## src/asc_pkg.sv

```systemverilog
/*
 * Package for the converter sample and conversion control block: register
 * offsets, field positions, reset values, state type and timing constants.
 * Assumes a 32-bit APB slave with each register in one aligned word.
 */
// Overview of operation
// - Sample-enable bit: one means the amplifiers acquire, zero means they hold.
// - Without auto-start, software writing one to sample-enable starts sampling.
// - With auto-start, hardware sets sample-enable with no software write.
// - In manual trigger mode, software writing zero ends sampling and starts conversion.
// - In any other trigger mode, hardware clears sample-enable on the trigger.
// - Hardware sets the conversion-complete flag when a conversion finishes.
// - The conversion-complete flag reads zero before any conversion and while converting.
// - Software clears conversion-complete by writing zero and never sets it.
// - A software clear of conversion-complete leaves running operations untouched.
// - Hardware clears conversion-complete at the start of each new conversion.
// - With auto-start, sampling restarts right after a conversion ends.
// - Clock source bit 15 picks the internal RC clock or the divided system clock.
// - The auto-sample time field is used only with internal counter auto-convert.
// - Conversion clock period is system period times divider plus one, unless RC.
package asc_pkg;
	localparam logic [11:0] ADDR_CONTROL_ONE  = 12'h000;
	localparam logic [11:0] ADDR_CLOCK_SAMPLE = 12'h004;
	localparam logic [11:0] ADDR_IRQ_STATUS   = 12'h008;
	localparam logic [11:0] ADDR_IRQ_MASK     = 12'h00c;

	localparam int BIT_DONE      = 0;
	localparam int BIT_SAMPLE    = 1;
	localparam int BIT_AUTOSTART = 2;
	localparam int TRIG_LSB      = 5;
	localparam int TRIG_MSB      = 7;
	localparam int CLK_SRC_BIT   = 15;
	localparam int SAMC_LSB      = 8;
	localparam int SAMC_MSB      = 12;
	localparam int DIV_LSB       = 0;
	localparam int DIV_MSB       = 7;

	localparam logic [15:0] CLOCK_SAMPLE_MASK  = 16'h9fff;
	localparam logic [15:0] CLOCK_SAMPLE_RESET = 16'h0000;
	localparam logic [2:0]  TRIG_MANUAL        = 3'h0;
	localparam logic [2:0]  TRIG_AUTO_CONVERT  = 3'h7;

	localparam int IRQ_BIT_DONE   = 0;
	localparam int IRQ_BIT_SAMPLE = 1;
	localparam int IRQ_W          = 2;

	// Conversion length in conversion clock periods.
	localparam int CONVERT_TAD = 12;
	localparam int SYNC_STAGES = 3;

	typedef enum logic [1:0] {
		ST_IDLE,
		ST_SAMPLING,
		ST_CONVERTING,
		ST_COMPLETE
	} asc_state_t;
endpackage

```

## src/asc_ctrl.sv

```systemverilog
/*
 * Sample and conversion sequencer with APB register file and interrupt.
 * Assumes an APB master on CLK, external triggers and the RC clock tick
 * arriving asynchronously on pins.
 */
`timescale 1ns/1ps
`default_nettype none
module asc_ctrl #(
	parameter int CONVERT_PERIODS = asc_pkg::CONVERT_TAD
) (
	// Clock and reset.
	input  wire logic        CLK,
	input  wire logic        RESET,
	// APB slave.
	input  wire logic        PSEL,
	input  wire logic        PENABLE,
	input  wire logic        PWRITE,
	input  wire logic [11:0] PADDR,
	input  wire logic [31:0] PWDATA,
	output var  logic [31:0] PRDATA,
	output var  logic        PREADY,
	output var  logic        PSLVERR,
	// External triggers and converter clock.
	input  wire logic [6:0]  TRIGGER_IN,
	input  wire logic        RC_CLOCK_TICK,
	// Analog side.
	output var  logic        SAMPLE_ENABLE,
	output var  logic        CONVERT_START,
	output var  logic        CONVERTING,
	output var  logic        CONVERSION_CLOCK_SOURCE,
	output var  logic        TAD_TICK,
	// Interrupt.
	output var  logic        IRQ
);
	import asc_pkg::*;

	asc_state_t       state;
	asc_state_t       next_state;
	logic [2:0]       trigger_source_select;
	logic             sample_auto_start;
	logic             done;
	logic [15:0]      clock_sample;
	logic [IRQ_W-1:0] irq_status;
	logic [IRQ_W-1:0] irq_mask;
	logic [7:0]       tad_count;
	logic [6:0]       trig_sync;
	logic [6:0]       trig_prev;
	logic             rc_sync;
	logic             rc_prev;
	logic             tad;

	genvar g;
	generate
		for (g = 0; g < 7; g++) begin : g_trig
			asc_sync u_sync (
				.CLK      (CLK),
				.RESET    (RESET),
				.async_in (TRIGGER_IN[g]),
				.sync_out (trig_sync[g])
			);
		end
	endgenerate

	asc_sync u_rc_sync (
		.CLK      (CLK),
		.RESET    (RESET),
		.async_in (RC_CLOCK_TICK),
		.sync_out (rc_sync)
	);

	wire use_rc = clock_sample[CLK_SRC_BIT];

	asc_tad_gen #(.DIV_W(8)) u_tad (
		.CLK      (CLK),
		.RESET    (RESET),
		.use_rc   (use_rc),
		.divider  (clock_sample[DIV_MSB:DIV_LSB]),
		.rc_tick  (rc_sync & ~rc_prev),
		.tad_tick (tad)
	);

	// Bus decode.
	wire        access  = PSEL & PENABLE;
	wire        wr      = access & PWRITE;
	wire        hit_c1  = (PADDR == ADDR_CONTROL_ONE);
	wire        hit_c3  = (PADDR == ADDR_CLOCK_SAMPLE);
	wire        hit_st  = (PADDR == ADDR_IRQ_STATUS);
	wire        hit_mk  = (PADDR == ADDR_IRQ_MASK);
	wire        mapped  = hit_c1 | hit_c3 | hit_st | hit_mk;
	wire        wr_c1   = wr & hit_c1;
	wire [15:0] c1_read = {8'h00, trigger_source_select, 2'b00, sample_auto_start,
		SAMPLE_ENABLE, done};
	wire [31:0] rd_mux  = hit_c1 ? {16'h0000, c1_read} :
		hit_c3 ? {16'h0000, clock_sample} :
		hit_st ? {30'h0, irq_status} :
		hit_mk ? {30'h0, irq_mask} : 32'h0;

	// Trigger selection for the non-manual modes.
	wire [2:0] trig_in_sel = trigger_source_select - 3'h1;
	wire [6:0] trig_rise   = trig_sync & ~trig_prev;
	wire       manual      = (trigger_source_select == TRIG_MANUAL);
	wire       auto_conv   = (trigger_source_select == TRIG_AUTO_CONVERT);
	wire       samc_done   = tad & (tad_count >= {3'h0, clock_sample[SAMC_MSB:SAMC_LSB]});
	wire       hw_trigger  = auto_conv ? samc_done : trig_rise[trig_in_sel];
	wire       sw_set      = wr_c1 & PWDATA[BIT_SAMPLE] & ~SAMPLE_ENABLE;
	wire       sw_end      = wr_c1 & ~PWDATA[BIT_SAMPLE] & manual;
	wire       conv_end    = tad & (tad_count == 8'(CONVERT_PERIODS - 1));

	// Sequencer.
	always_comb begin
		next_state = state;
		case (state)
			ST_IDLE, ST_COMPLETE: begin
				if (sample_auto_start)
					next_state = ST_SAMPLING;
				else if (sw_set)
					next_state = ST_SAMPLING;
			end
			ST_SAMPLING: begin
				if (manual ? sw_end : hw_trigger)
					next_state = ST_CONVERTING;
			end
			ST_CONVERTING: begin
				if (conv_end)
					next_state = ST_COMPLETE;
			end
			default: next_state = ST_IDLE;
		endcase
	end

	wire start_conv = (state == ST_SAMPLING) && (next_state == ST_CONVERTING);
	wire finish     = (state == ST_CONVERTING) && conv_end;
	wire [IRQ_W-1:0] events = {start_conv, finish};

	always_ff @(posedge CLK or posedge RESET) begin
		if (RESET) begin
			state     <= ST_IDLE;
			tad_count <= '0;
			trig_prev <= '0;
			rc_prev   <= 1'b0;
		end else begin
			state     <= next_state;
			trig_prev <= trig_sync;
			rc_prev   <= rc_sync;
			if (next_state != state)
				tad_count <= '0;
			else if (tad)
				tad_count <= tad_count + 8'h01;
		end
	end

	// Flag and status outputs.
	always_ff @(posedge CLK or posedge RESET) begin
		if (RESET) begin
			done          <= 1'b0;
			SAMPLE_ENABLE <= 1'b0;
			CONVERT_START <= 1'b0;
			CONVERTING    <= 1'b0;
		end else begin
			SAMPLE_ENABLE <= (next_state == ST_SAMPLING);
			CONVERT_START <= start_conv;
			CONVERTING    <= (next_state == ST_CONVERTING);
			if (finish)
				done <= 1'b1;
			else if (start_conv)
				done <= 1'b0;
			else if (wr_c1 & ~PWDATA[BIT_DONE])
				done <= 1'b0;
		end
	end

	// Registers and bus answer.
	always_ff @(posedge CLK or posedge RESET) begin
		if (RESET) begin
			trigger_source_select <= TRIG_MANUAL;
			sample_auto_start     <= 1'b0;
			clock_sample          <= CLOCK_SAMPLE_RESET;
			irq_mask              <= '0;
			irq_status            <= '0;
			PRDATA                <= '0;
			PREADY                <= 1'b0;
			PSLVERR               <= 1'b0;
			IRQ                   <= 1'b0;
			CONVERSION_CLOCK_SOURCE <= 1'b0;
			TAD_TICK              <= 1'b0;
		end else begin
			if (wr_c1) begin
				trigger_source_select <= PWDATA[TRIG_MSB:TRIG_LSB];
				sample_auto_start     <= PWDATA[BIT_AUTOSTART];
			end
			if (wr & hit_c3)
				clock_sample <= PWDATA[15:0] & CLOCK_SAMPLE_MASK;
			if (wr & hit_mk)
				irq_mask <= PWDATA[IRQ_W-1:0];
			// A new event wins over a write-one-to-clear in the same cycle.
			irq_status <= (irq_status & ~((wr & hit_st) ? PWDATA[IRQ_W-1:0] : '0)) | events;
			PREADY  <= PSEL & ~PENABLE;
			PSLVERR <= PSEL & ~PENABLE & ~mapped;
			PRDATA  <= (PSEL & ~PENABLE & ~PWRITE) ? rd_mux : 32'h0;
			IRQ     <= |(irq_status & irq_mask);
			CONVERSION_CLOCK_SOURCE <= use_rc;
			TAD_TICK <= tad;
		end
	end
endmodule // asc_ctrl
`default_nettype wire

```

## src/asc_sync.sv

```systemverilog
/*
 * Three-stage synchroniser with agreement filter for one external level.
 * Assumes the input may change at any time relative to CLK.
 */
`timescale 1ns/1ps
`default_nettype none
module asc_sync (
	// Clock and reset.
	input  wire logic CLK,
	input  wire logic RESET,
	// Level.
	input  wire logic async_in,
	output var  logic sync_out
);
	import asc_pkg::*;
	logic [SYNC_STAGES-1:0] stage;

	// A change counts only once the second and third stages agree.
	always_ff @(posedge CLK or posedge RESET) begin
		if (RESET) begin
			stage    <= '0;
			sync_out <= 1'b0;
		end else begin
			stage <= {stage[SYNC_STAGES-2:0], async_in};
			if (stage[1] == stage[2])
				sync_out <= stage[2];
		end
	end
endmodule // asc_sync
`default_nettype wire

```

## src/asc_tad_gen.sv

```systemverilog
/*
 * Conversion clock tick generator: divided system clock or the converter's
 * RC clock. Assumes the RC clock tick is already in the CLK domain.
 */
`timescale 1ns/1ps
`default_nettype none
module asc_tad_gen #(
	parameter int DIV_W = 8
) (
	// Clock and reset.
	input  wire logic             CLK,
	input  wire logic             RESET,
	// Selection.
	input  wire logic             use_rc,
	input  wire logic [DIV_W-1:0] divider,
	input  wire logic             rc_tick,
	// Tick out.
	output var  logic             tad_tick
);
	logic [DIV_W-1:0] count;
	wire              wrap = (count >= divider);

	// One tick every divider plus one system clocks; divider unused on RC.
	always_ff @(posedge CLK or posedge RESET) begin
		if (RESET) begin
			count    <= '0;
			tad_tick <= 1'b0;
		end else begin
			count    <= wrap ? '0 : count + 1'b1;
			tad_tick <= use_rc ? rc_tick : wrap;
		end
	end
endmodule // asc_tad_gen
`default_nettype wire

```

## config.mk

```make
export PLATFORM = sky130hd
export DESIGN_NAME = asc_ctrl
export DESIGN_NICKNAME = d
export VERILOG_FILES = /design/src/asc_pkg.sv /design/src/asc_ctrl.sv /design/src/asc_sync.sv /design/src/asc_tad_gen.sv
export SDC_FILE = /design/constraint.sdc
export NUM_CORES = 1
export LEC_CHECK = 0
export BUFFER_PORTS_ARGS = -buffer_cell sky130_fd_sc_hd__buf_2
export CORE_MARGIN = 3
export CORE_UTILIZATION = 29
export DETAILED_ROUTE_END_ITERATION = 8
export PLACE_DENSITY = 0.57
export SLEW_MARGIN = 20
export SYNTH_ARGS = -nofsm -noshare
export SYNTH_HDL_FRONTEND = slang
export SYNTH_SLANG_ARGS = --single-unit
```

## constraint.sdc

```tcl
create_clock -name CLK -period 4.4 [get_ports CLK]
set_input_delay 0.88 -clock CLK [delete_from_list [all_inputs] [get_ports CLK]]
set_output_delay 0.88 -clock CLK [all_outputs]
set_load 0.02 [all_outputs]
```

* Word level (Yosys, flattened, before mapping)
Index checks and enable logic that the tools add are counted.
Storage, ports and cells: flip-flop bits (word level) 106, input port bits 57, word-level logic and storage cells 126
Cells by class: add/subtract/negate cells 3, magnitude comparators 3, equal/unequal tests 19, mux-type cells 22, bitwise operators 33, reductions and logical operators 9
Operators with widths (number):
- $mux W16 | 3
- $eq A12 B4 Y1 const B | 2
- $mux W8 | 3
- $and A1 B1 Y1 | 17
- $add A8 B1 Y8 const B | 2
- $mux W2 | 7
- $eq A12 B3 Y1 const B | 1
- $logic_not A12 Y1 | 1
- $eq A1 B1 Y1 | 8
- $eq A8 B4 Y1 const B | 1
- $ge A8 B5 Y1 | 1
- $ge A8 B8 Y1 | 1
- $and A7 B7 Y7 | 1
- $mux W1 | 7
- $not A1 Y1 | 7
- $not A7 Y7 | 1
- $eq A2 B2 Y1 const B | 3
- $pmux W2 S3 | 1
- $and A2 B2 Y2 | 2
- $eq A2 B1 Y1 const B | 2
- $lt A3 B4 Y1 const B | 1
- $reduce_or A2 Y1 | 2
- $bmux W1 S3 | 1
- $eq A3 B3 Y1 const B | 1
- 10 further kinds | 13

* Logic depth before layout (Yosys ltp)
Gate-level depths: netlist of the first run.
depth after elaboration 12, depth in mapped cells 9, gate-level depth less buffers 8

* Hierarchy
From an unflattened synthesis of the first run, not the netlist that was laid out.
Unflattened totals: cell total of the unflattened synthesis 394, area total of the unflattened synthesis 4667.0 um2
By module, submodules not included:
- asc_ctrl | times used 1, cells an instance 273, area an instance 3081.7 um2, seq. area each 1576.5 um2
- asc_sync | times used 8, cells an instance 6, area an instance 115.1 um2, seq. area each 100.1 um2
- asc_tad_gen | times used 1, cells an instance 73, area an instance 664.4 um2, seq. area each 225.2 um2

* Worst setup path before layout of the first run
No wires, ideal clock.
kind input-to-reg, from in PADDR[1], to reg irq_mask[0], arrival 2.718 ns, required time 4.275 ns, setup slack 1.557 ns, stages 5, buffers on the path 1, path through or4_4 or3_1 buf_6 or4_4 mux2_4
Between the ends: word-level cells in the longest chain between the ends 2
Ends and longest elaborated chain:
- start, declared | RTL line asc_ctrl.sv:18 | input wire logic [11:0] PADDR,
- $eq A12 B4 Y1 | RTL line asc_ctrl.sv:88 | wire hit_mk = (PADDR == ADDR_IRQ_MASK);
- $and A1 B1 Y1 | RTL line asc_ctrl.sv:193 | if (wr & hit_mk)
- end signal, assigned | RTL line asc_ctrl.sv:194 | irq_mask <= PWDATA[IRQ_W-1:0];
- end, declared | RTL line asc_ctrl.sv:44 | logic [IRQ_W-1:0] irq_mask;
Every way passes these cells. A chain may end at the register's enable or synchronous reset.

* Worst setup path in the final report of the first run
from in PADDR[1], to reg clock_sample[4]
Between the ends: word-level cells in the longest chain between the ends 2
Ends and longest elaborated chain:
- $eq A12 B3 Y1 | RTL line asc_ctrl.sv:86 | wire hit_c3 = (PADDR == ADDR_CLOCK_SAMPLE);
- $and A1 B1 Y1 | RTL line asc_ctrl.sv:191 | if (wr & hit_c3)
- end signal, assigned | RTL line asc_ctrl.sv:192 | clock_sample <= PWDATA[15:0] & CLOCK_SAMPLE_MASK;
- end, declared | RTL line asc_ctrl.sv:42 | logic [15:0] clock_sample;
Every way passes these cells.

==> metrics.txt, run 1 <==
DR iter-0 viols approximately 150; final core occ 34.5%; die height 131 um; DP Area 5000 sq um; Clock Path Buffers 2; register area roughly 2600 sq um; Final Slew Violations 0; Crit. End Element flop; vias in the first global route 2988; Slew Limit Headroom between 40% and 50%; worst path cell trace buf_2 -> or4_4 -> or3_1 -> nor4_4 -> buf_4 -> o21ai_0; root buf cell clkbuf_16; Via density roughly 4.4; Most used DFF post-synth dfrtp_1; TritonCTS clock tree built; Syn Inst Count ~380; ant diodes 0; Setup-failing EPs final 0; slowest cell on the critical path nor4_4; final wirelength ~9000 um; Overflow after GRT 0; #FFs+latches synth between 100 and 150; footprint of the multi-input gates between 1500 and 2000 sq um; synthesized area per cell 11.9 sq um; PortBufs 60; clock buffer count from CTS 9; most frequent cells in the layout dfrtp_1, buf_2, inv_1, nand2_1; fill cell count ~1500; status completed; Vias roughly 2900; final setup TNS 0 ns; commonest non-fill, non-tap cell in the layout dfrtp_1; Worst Path Class, Setup input pin to flop; cts repair resizes 0; RSZ-0062 raised after global routing no; Cell Pwr Density around 390 nW/um^2; Least-Margin Pin Slew roughly 0.86 ns; yosys warns 0; post-CTS setup buffer count 0; Leakage 2.55 nW; Final Hold Violating Endpoints 0; initial antenna violation count 2; Max Cap Viol 0; post-synth top area cell dfrtp_1; Hold Path Class flop to flop; period utilization ~66%; Syn-to-layout area delta 16.3%; Post-Place Setup Slack approximately 1.1 ns; Netlist Area Pre-Place 4530 sq um; EDFF count, synth 0; WP data arrival 3.14 ns; largest cells by area after synthesis dfrtp_1, ha_1, buf_4; Post-DRT Antenna Nets 0; R2R setup slack around 1.6 ns; Num Clock Sinks 104; Post-CTS Hold Buffers 0; core area ~15000 sq um; Startpoint Class input pin; Synth top area share between 50% and 60%; gr usage total 11.1%; first-pass GRT wire length between 10000 and 15000 um; Final Instance Area around 5300 sq um; Max Freq roughly 0.34 GHz; total die area 17200 sq um; Die X around 130 um; asr flop ratio synth between 90% and 100%; largest net degree at the start of global routing 66; Initial Util 29.7%; delay of the slowest critical-path stage ~0.70 ns; layout cells sized above 1 23.3%; final worst setup slack around 1.5 ns; wire per inst about 13 um; gpl congestion roughly 0.77; clock latency on the worst-skew pair about 0.35 ns; DRC 0; crit path time final 2.92 ns; count of different cell masters after synthesis between 50 and 60; Core Rows 45; DP HPWL between 6000 and 7000 um; CTS H-Tree Depth 3; Worst VDD drop 179 uV; Seq/Total Area, Yosys 57.4%; clk slew on worst S/H paths around 0.070 ns; # IOs 97; fin nets approximately 520; CP max FO 14; data required time at the worst endpoint approximately 4.6 ns; clock skew about 0.0066 ns; Initial DRT Pass Iterations 5
worst max-delay path: cells and delay by family:
family	cells	cell delay, ns
AOI/OAI and AO/OA	1	0.10
and+or+nand+nor	3	1.75
buffers and inverters	2	0.40
final cells by class:
cell class | count | area share (%)
clock buffer | 10 | 4.34
clock inverter | 6 | 0.854
inverter | 28 | 2.04
multi-input combinational | 239 | 32.3
sequential | 104 | 49.4
tap | 211 | 5.01
timing repair buffer | 63 | 6.12
power by group:
group	switching (mW)	internal, mW
registers	0.0389	1.00
clock network	0.357	0.386
logic	0.151	0.103
Yosys cell counts, types with 2 or more instances:
library cell / number
or3_1: 2
nor4b_1: 2
o21bai_1: 2
nor2b_1: 5
inv_1: 27
clkbuf_1: 5
o21ai_0: 20
nor2_1: 19
o22ai_1: 2
ha_1: 20
mux2i_1: 5
and2_1: 2
nand3_1: 10
a31oi_1: 2
xnor2_1: 3
a211oi_1: 3
mux2_2: 6
mux4_2: 2
nor3_1: 14
nand2_1: 23
nand2b_1: 5
or4_4: 3
nand4_1: 2
xor2_1: 11
nor4_1: 6
buf_6: 2
and3_1: 4
buf_4: 18
a21oi_1: 5
mux2_4: 2
and4b_1: 2
or2_2: 2
a21o_1: 6
maj3_1: 8
dfrtp_1: 104
nor3_2: 6
through the flow:
stage	power [mW]	std cells	hold WS [ns]
4_1_cts	2.07	661	0.350
2_1_floorplan	1.25	398	0.331
3_3_place_gp	1.31	645	0.333
6_report	2.04	661	0.348
5_1_grt	2.15	661	0.354
3_5_place_dp	1.32	645	0.335
worst paths after layout:
path,start,endpoint,depth (start not counted)
max,PADDR[1],clock_sample[4]$_DFFE_PP0P_,6
max reg2reg,trigger_source_select[0]$_DFFE_PP0N_,tad_count[7]$_DFFE_PP0P_,8
min reg2reg,g_trig[4].u_sync.stage[0]$_DFF_PP0_,g_trig[4].u_sync.stage[1]$_DFF_PP0_,0
max in group asynchronous,RESET,g_trig[6].u_sync.sync_out$_DFFE_PP0N_,3
min in group asynchronous,RESET,g_trig[0].u_sync.stage[0]$_DFF_PP0_,2
min,g_trig[4].u_sync.stage[0]$_DFF_PP0_,g_trig[4].u_sync.stage[1]$_DFF_PP0_,0
registers in the layout (all words and copies together), names as in the netlist, 2 cells and up:
name and cells:
u_rc_sync.stage 3, tad_count 8, PRDATA 14, state 2
trig_prev 7, clock_sample 14, irq_status 2, g_trig.u_sync.stage 21
u_tad.count 8, trigger_source_select 3, g_trig.u_sync.sync_out 7, irq_mask 2
per-layer routing:
metal | track usage, % | vias to the layer above | wire length [um]
li1 | - | 1413 | -
met1 | 13.1 | 1414 | 3780
met2 | 18.1 | 51 | 4420
met3 | 4.39 | 20 | 446
met4 | 4.30 | 4 | 197
met5 | 0 | - | 23
cell families (layout without fill, tap and decap cells):
family	count (synthesis)	after routing	share of synthesized area [%]
simple gates	113	113	14.3
flops	104	104	57.4
buf+inv	55	107	6.43
compound gates	51	51	7.54
fa+ha+maj	28	28	7.29
mux	15	15	4.25
xor+xnor	14	14	2.71
other cells	1	18	0.0828
Note: power is estimated with default switching activity, not from simulation.
==> inputs of run 2 (changes only) <==
- clock period: 4.4 -> 3 ns (I/O delays scaled with it)
==> metrics.txt, run 2 (synthesis results as in run 1) <==
status completed; Worst VDD drop 287 uV; clk slew on worst S/H paths 0.07 ns; delay-heaviest family, CP compound AO/OA/AOI/OAI gates; CP max FO 8; DP HPWL roughly 7000 um; Max Freq between 0.3 and 0.4 GHz; Worst Setup SP trigger_source_select[1]$_DFFE_PP0N_; DRC 0; Largest Register g_trig.u_sync.stage; grt met1 use between 10% and 20%; data required time at the worst endpoint 3.25 ns; ant diodes 0; Num Clock Sinks between 100 and 150; root buf cell clkbuf_16; Syn-to-layout area delta 19.3%; Worst Path Class, Setup flop to flop; final core occ 35.4%; Clock Path Buffers 2; WP data arrival around 2.8 ns; CP Capture Point tad_count[3]$_DFFE_PP0P_; most frequent cells in the layout dfrtp_1, buf_2, inv_1, nand2_1, ha_1; Core Rows 45; core area about 15000 sq um; initial antenna violation count 2; gpl congestion roughly 0.80; Least-Margin Pin Slew a little under 0.6 ns; fin nets between 500 and 600; delay of the slowest critical-path stage approximately 0.51 ns; period utilization approximately 84%; final setup TNS 0 ns; # IOs 97; die height between 100 and 150 um; largest net degree at the start of global routing 44; PortBufs 60; DR iter-0 viols roughly 150; Final Hold Violating Endpoints 0; post-CTS setup buffer count 0; crit path time final 2.53 ns; most frequent CP cell inv_1; TritonCTS clock tree built; R2R cell count 8; global-route track usage on met2 about a fifth; Crit. End Element flop; Initial DRT Pass Iterations 4; Via density about 4.4; Final Slew Violations 0; Overflow after GRT 0; busiest grt layer met2; start of the worst register-to-register path trigger_source_select[1]$_DFFE_PP0N_; Cell Pwr Density about 590 nW/um^2; Startpoint Class flop; Vias around 2900; clock skew around 0.0035 ns; M3 GR Usage 4.47%; slowest cell on the critical path o21ai_1; R2R setup slack roughly 0.47 ns; commonest non-fill, non-tap cell in the layout dfrtp_1; Leakage 2.63 nW; total die area about 17000 sq um; first-pass GRT wire length 15300 um; layout cells sized above 1 between 20% and 30%; vias in the first global route 3109; biggest regs g_trig.u_sync.stage: 21 flops, PRDATA: 14 flops, clock_sample: 14 flops; Hold Path Class input pin to async pin; clock latency on the worst-skew pair 0.35 ns; gr usage total a little under an eighth; Initial Util between 20% and 30%; CTS H-Tree Depth 3; Setup-failing EPs final 0; wire per inst roughly 14 um; Tot Pwr 3.18 mW; clock buffer count from CTS 9; Slew Limit Headroom 60.0%; Largest register FFs 21; final wirelength between 9000 and 10000 um; RSZ-0062 raised after global routing no; Worst Path Buf+Inv 2; end of the worst register-to-register path tad_count[3]$_DFFE_PP0P_; worst path cell trace inv_1 -> ha_1 -> inv_1 -> nor4_1 -> a2111oi_0 -> o21ai_1 -> a32oi_2 -> nor3_1; Post-DRT Antenna Nets 0; WP depth 8; Max Cap Viol 0; Die X about 130 um
==> run 2: cell count changes in the layout (fill, tap and decap cells not counted), sizes merged <==
cell,previous run,this run
clkinvlp,3,1
bufinv,0,2
buf,63,71
==> run 2: how the worst min path moves through the flow <==
| stage | slack, ns | end |
|---|---|---|
| after floorplan | 0.33 | g_trig[0].u_sync.stage[1]$_DFF_PP0_ |
| after global placement | 0.33 | g_trig[0].u_sync.stage[1]$_DFF_PP0_ |
| after detailed placement | 0.33 | g_trig[0].u_sync.stage[1]$_DFF_PP0_ |
| after CTS | 0.33 | g_trig[0].u_sync.stage[0]$_DFF_PP0_ |
| after global routing | 0.29 | PREADY$_DFF_PP0_ |
| final | 0.25 | PREADY$_DFF_PP0_ |
==> run 2: through the flow <==
step | instances | cell area (sq um) | hold slack, ns | worst slack [ns]
4_1_cts | 668 | 5380 | 0.334 | 0.184
3_5_place_dp | 652 | 5060 | 0.335 | 0.190
3_3_place_gp | 652 | 5060 | 0.331 | 0.276
6_report | 669 | 5400 | 0.255 | 0.465
5_1_grt | 669 | 5400 | 0.289 | 0.196
2_1_floorplan | 398 | 4600 | 0.331 | 0.437
==> run 2: routing by layer <==
layer	part of all wire [%]	up-vias
li1	-	1421
met1	41	1424
met2	52	48
met3	5.2	15
met4	1.9	4
met5	0.17	-
==> run 2: cell type report <==
cell class / count / area [sq um]
inverters: 28 / 109
fillers: 1521 / 9850
well taps: 211 / 264
repair buffers: 71 / 408
multi-input cells: 239 / 1700
flip-flops and latches: 104 / 2600
clock inverters: 6 / 91.3
clock buffers: 10 / 229
==> run 2: worst reg2reg max path: stages (launching register included) <==
cell,delay [ns]
dfrtp_1,0.39
inv_1,0.08
ha_1,0.32
inv_1,0.06
nor4_1,0.33
a2111oi_0,0.13
o21ai_1,0.51
a32oi_2,0.34
nor3_1,0.28
==> run 2: where the power goes <==
part / total (mW) / switching [mW] / internal (mW)
Combinational: 0.387 / 0.229 / 0.158
Clock: 1.25 / 0.517 / 0.737
Sequential: 1.53 / 0.0605 / 1.47
==> run 2: timing repair <==
item                                    4_1_cts  5_1_grt
endpoints found under the setup margin        0        8
gates resized for setup                       0        1
hold buffers                                  0        0
==> inputs of run 3 (changes only) <==
- ABC_AREA: default -> 1
- clock period: 3 -> 2.55 ns (I/O delays scaled with it)
==> metrics.txt, run 3 <==
status completed; CP Capture Point tad_count[6]$_DFFE_PP0P_; Least-Margin Pin Slew between 0.7 and 0.8 ns; Setup-failing EPs final 0; RSZ-0062 raised after global routing no; DP HPWL between 6000 and 7000 um; die height 132 um; logic gate share of total power 18.5%; gr usage total 10.9%; Clock Path Buffers 2; Max Cap Viol 0; gpl congestion 0.762; Startpoint Class flop; commonest non-fill, non-tap cell in the layout dfrtp_1; Worst Path Class, Setup flop to flop; ant diodes 0; wire per inst ~12 um; EDFF count, synth 0; sequential power share about 46%; final core occ a little over a third; CP max FO 8; Tot Pwr 3.95 mW; core area 15400 sq um; CTS H-Tree Depth 3; Die X approximately 130 um; Largest Register g_trig.u_sync.stage; R2R setup slack 0.33 ns; WP data arrival 2.49 ns; crit path time final 2.22 ns; Num Clock Sinks between 100 and 150; clock buffer count from CTS 9; Largest register FFs 21; final wirelength a little over 9000 um; Slew Limit Headroom between 40% and 50%; Syn-to-layout area delta 18.7%; Crit. End Element flop; TritonCTS clock tree built; asr flop ratio synth between 90% and 100%; # IOs 97; total die area about 17000 sq um; Core Rows 45; DP Area between 5000 and 6000 sq um; Sw Share 31.9%; synthesized area per cell 10.4 sq um; fin nets between 500 and 600; Leakage approximately 2.8 nW; Worst VDD drop ~300 uV; fill cell count between 1500 and 2000; layout cells sized above 1 around a quarter; largest net degree at the start of global routing approximately 50; clock skew around 0.012 ns; end of the worst register-to-register path tad_count[6]$_DFFE_PP0P_; Synth top area share between 50% and 60%; Netlist Area Pre-Place 4600 sq um; Final Slew Violations 0; clock latency on the worst-skew pair 0.35 ns; Worst Setup SP trigger_source_select[0]$_DFFE_PP0N_; largest cells by area after synthesis dfrtp_1, nand2_1, ha_1; clk slew on worst S/H paths approximately 0.080 ns; Overflow after GRT 0; Hold Path Class input pin to async pin; yosys warns 0; Post-DRT Antenna Nets 0; most common cell in the netlist dfrtp_1; Initial Util 30.0%; period utilization between 80% and 90%; footprint of the multi-input gates around 1700 sq um; Pint roughly 2.7 mW; Seq/Total Area, Yosys 56.5%; Initial DRT Pass Iterations 4; count of different cell masters after synthesis 42; register area roughly 2600 sq um; DRC 0; Most used DFF post-synth dfrtp_1; worst hold margin 0.242 ns; data required time at the worst endpoint 2.83 ns; switching power summed over all nets approximately 1.3 mW; Final Hold Violating Endpoints 0; #FFs+latches synth 104; root buf cell clkbuf_16; final setup TNS 0 ns; PortBufs 60; post-CTS setup buffer count 0; Inst Count DP between 700 and 800; final worst setup slack about 0.33 ns; start of the worst register-to-register path trigger_source_select[0]$_DFFE_PP0N_; Cell Pwr Density 723 nW/um^2; Final Instance Count excl. Fillers ~730; R2R cell count 17; Final Instance Area roughly 5500 sq um; post-synth top area cell dfrtp_1; Vias 3105; Clock Power Share 35.4%; initial antenna violation count 1; Via density 4.25; Post-Place Setup Slack 0.266 ns; Commonest cells post-synth dfrtp_1, nand2_1, inv_1; biggest regs g_trig.u_sync.stage: 21 flops, PRDATA: 14 flops, clock_sample: 14 flops; Syn Inst Count between 400 and 500; first-pass GRT wire length roughly 15000 um; DR iter-0 viols 160; Max Freq ~0.45 GHz; vias in the first global route roughly 3100; most frequent cells in the layout dfrtp_1, nand2_1, inv_1, buf_2, nor2_1
run 3: cell types whose count changed in the layout (fill, tap and decap cells not counted), sizes merged, moves of 4 or more:
| cell | delta |
|---|---|
| nand4 | +10 |
| or4 | -4 |
| nor2 | +23 |
| nor4 | -5 |
| o21ai | -5 |
| nand3 | +5 |
| inv | +41 |
| mux2i | -4 |
| nor2b | -5 |
| nand2b | -5 |
| a21o | -6 |
| buf | -4 |
| nand2 | +55 |
| nor3 | -5 |
run 3: timing repair:
action,in CTS,in global routing
hold buffers,0,0
hold endpoints to repair,0,0
setup endpoints to repair,0,3
gates resized for setup,0,1
run 3: worst min path at each step:
stage                                         from                                  end  slack [ns]  cells past startpoint
3_3_place_gp   g_trig[4].u_sync.stage[0]$_DFF_PP0_  g_trig[4].u_sync.stage[1]$_DFF_PP0_        0.33                      0
3_5_place_dp   g_trig[5].u_sync.stage[0]$_DFF_PP0_  g_trig[5].u_sync.stage[1]$_DFF_PP0_        0.33                      0
2_1_floorplan  g_trig[0].u_sync.stage[0]$_DFF_PP0_  g_trig[0].u_sync.stage[1]$_DFF_PP0_        0.33                      0
6_report                                     RESET  g_trig[5].u_sync.stage[0]$_DFF_PP0_        0.24                      2
5_1_grt                              RC_CLOCK_TICK         u_rc_sync.stage[0]$_DFF_PP0_        0.24                      1
4_1_cts                                      RESET  g_trig[0].u_sync.stage[1]$_DFF_PP0_        0.25                      2
run 3: logic make-up after synthesis:
kind of cell / synth area share, %
xor+xnor: 1.71
other cells: 0.0814
mux: 2.91
compound gates: 3.64
buf+inv: 8.86
fa+ha+maj: 7.17
simple gates: 19.1
flops: 56.5
run 3: final cells by class:
class | instances | share of cell area [%]
clock buffer | 9 | 4.12
timing repair buffer | 67 | 6.92
tap | 211 | 4.83
sequential | 104 | 47.7
multi-input combinational | 267 | 30.3
clock inverter | 7 | 1.53
inverter | 66 | 4.60
run 3: critical path, cell delays in order (launching register included):
cell and delay, ns:
dfrtp_2 0.46, inv_1 0.17, ha_1 0.29, nand2_1 0.08, inv_1 0.03, nand2_1 0.05, nand4_1 0.11, nand2_1 0.07
nor2_1 0.04, nor2_1 0.09, nand2_1 0.10, nand3_2 0.08, nand2_2 0.07, nand2_2 0.09, nand2_1 0.07, nand2_2 0.08
nand3_4 0.15, nor2_2 0.12
run 3: power by group through the flow:
stage	Combinational [mW]	Sequential, mW	Clock, mW
detailed placement	0.739	1.85	0
global placement	0.707	1.85	0
CTS	0.740	1.82	1.43
finish	0.732	1.82	1.40
global route	0.823	1.84	1.51
floorplan	0.561	1.86	0
run 3: layer usage:
metal | GRT usage [%] | wire length [um]
met4 | 6.18 | 286
met3 | 2.52 | 460
met2 | 17.0 | 4250
met5 | 0 | 13
met1 | 14.0 | 4050
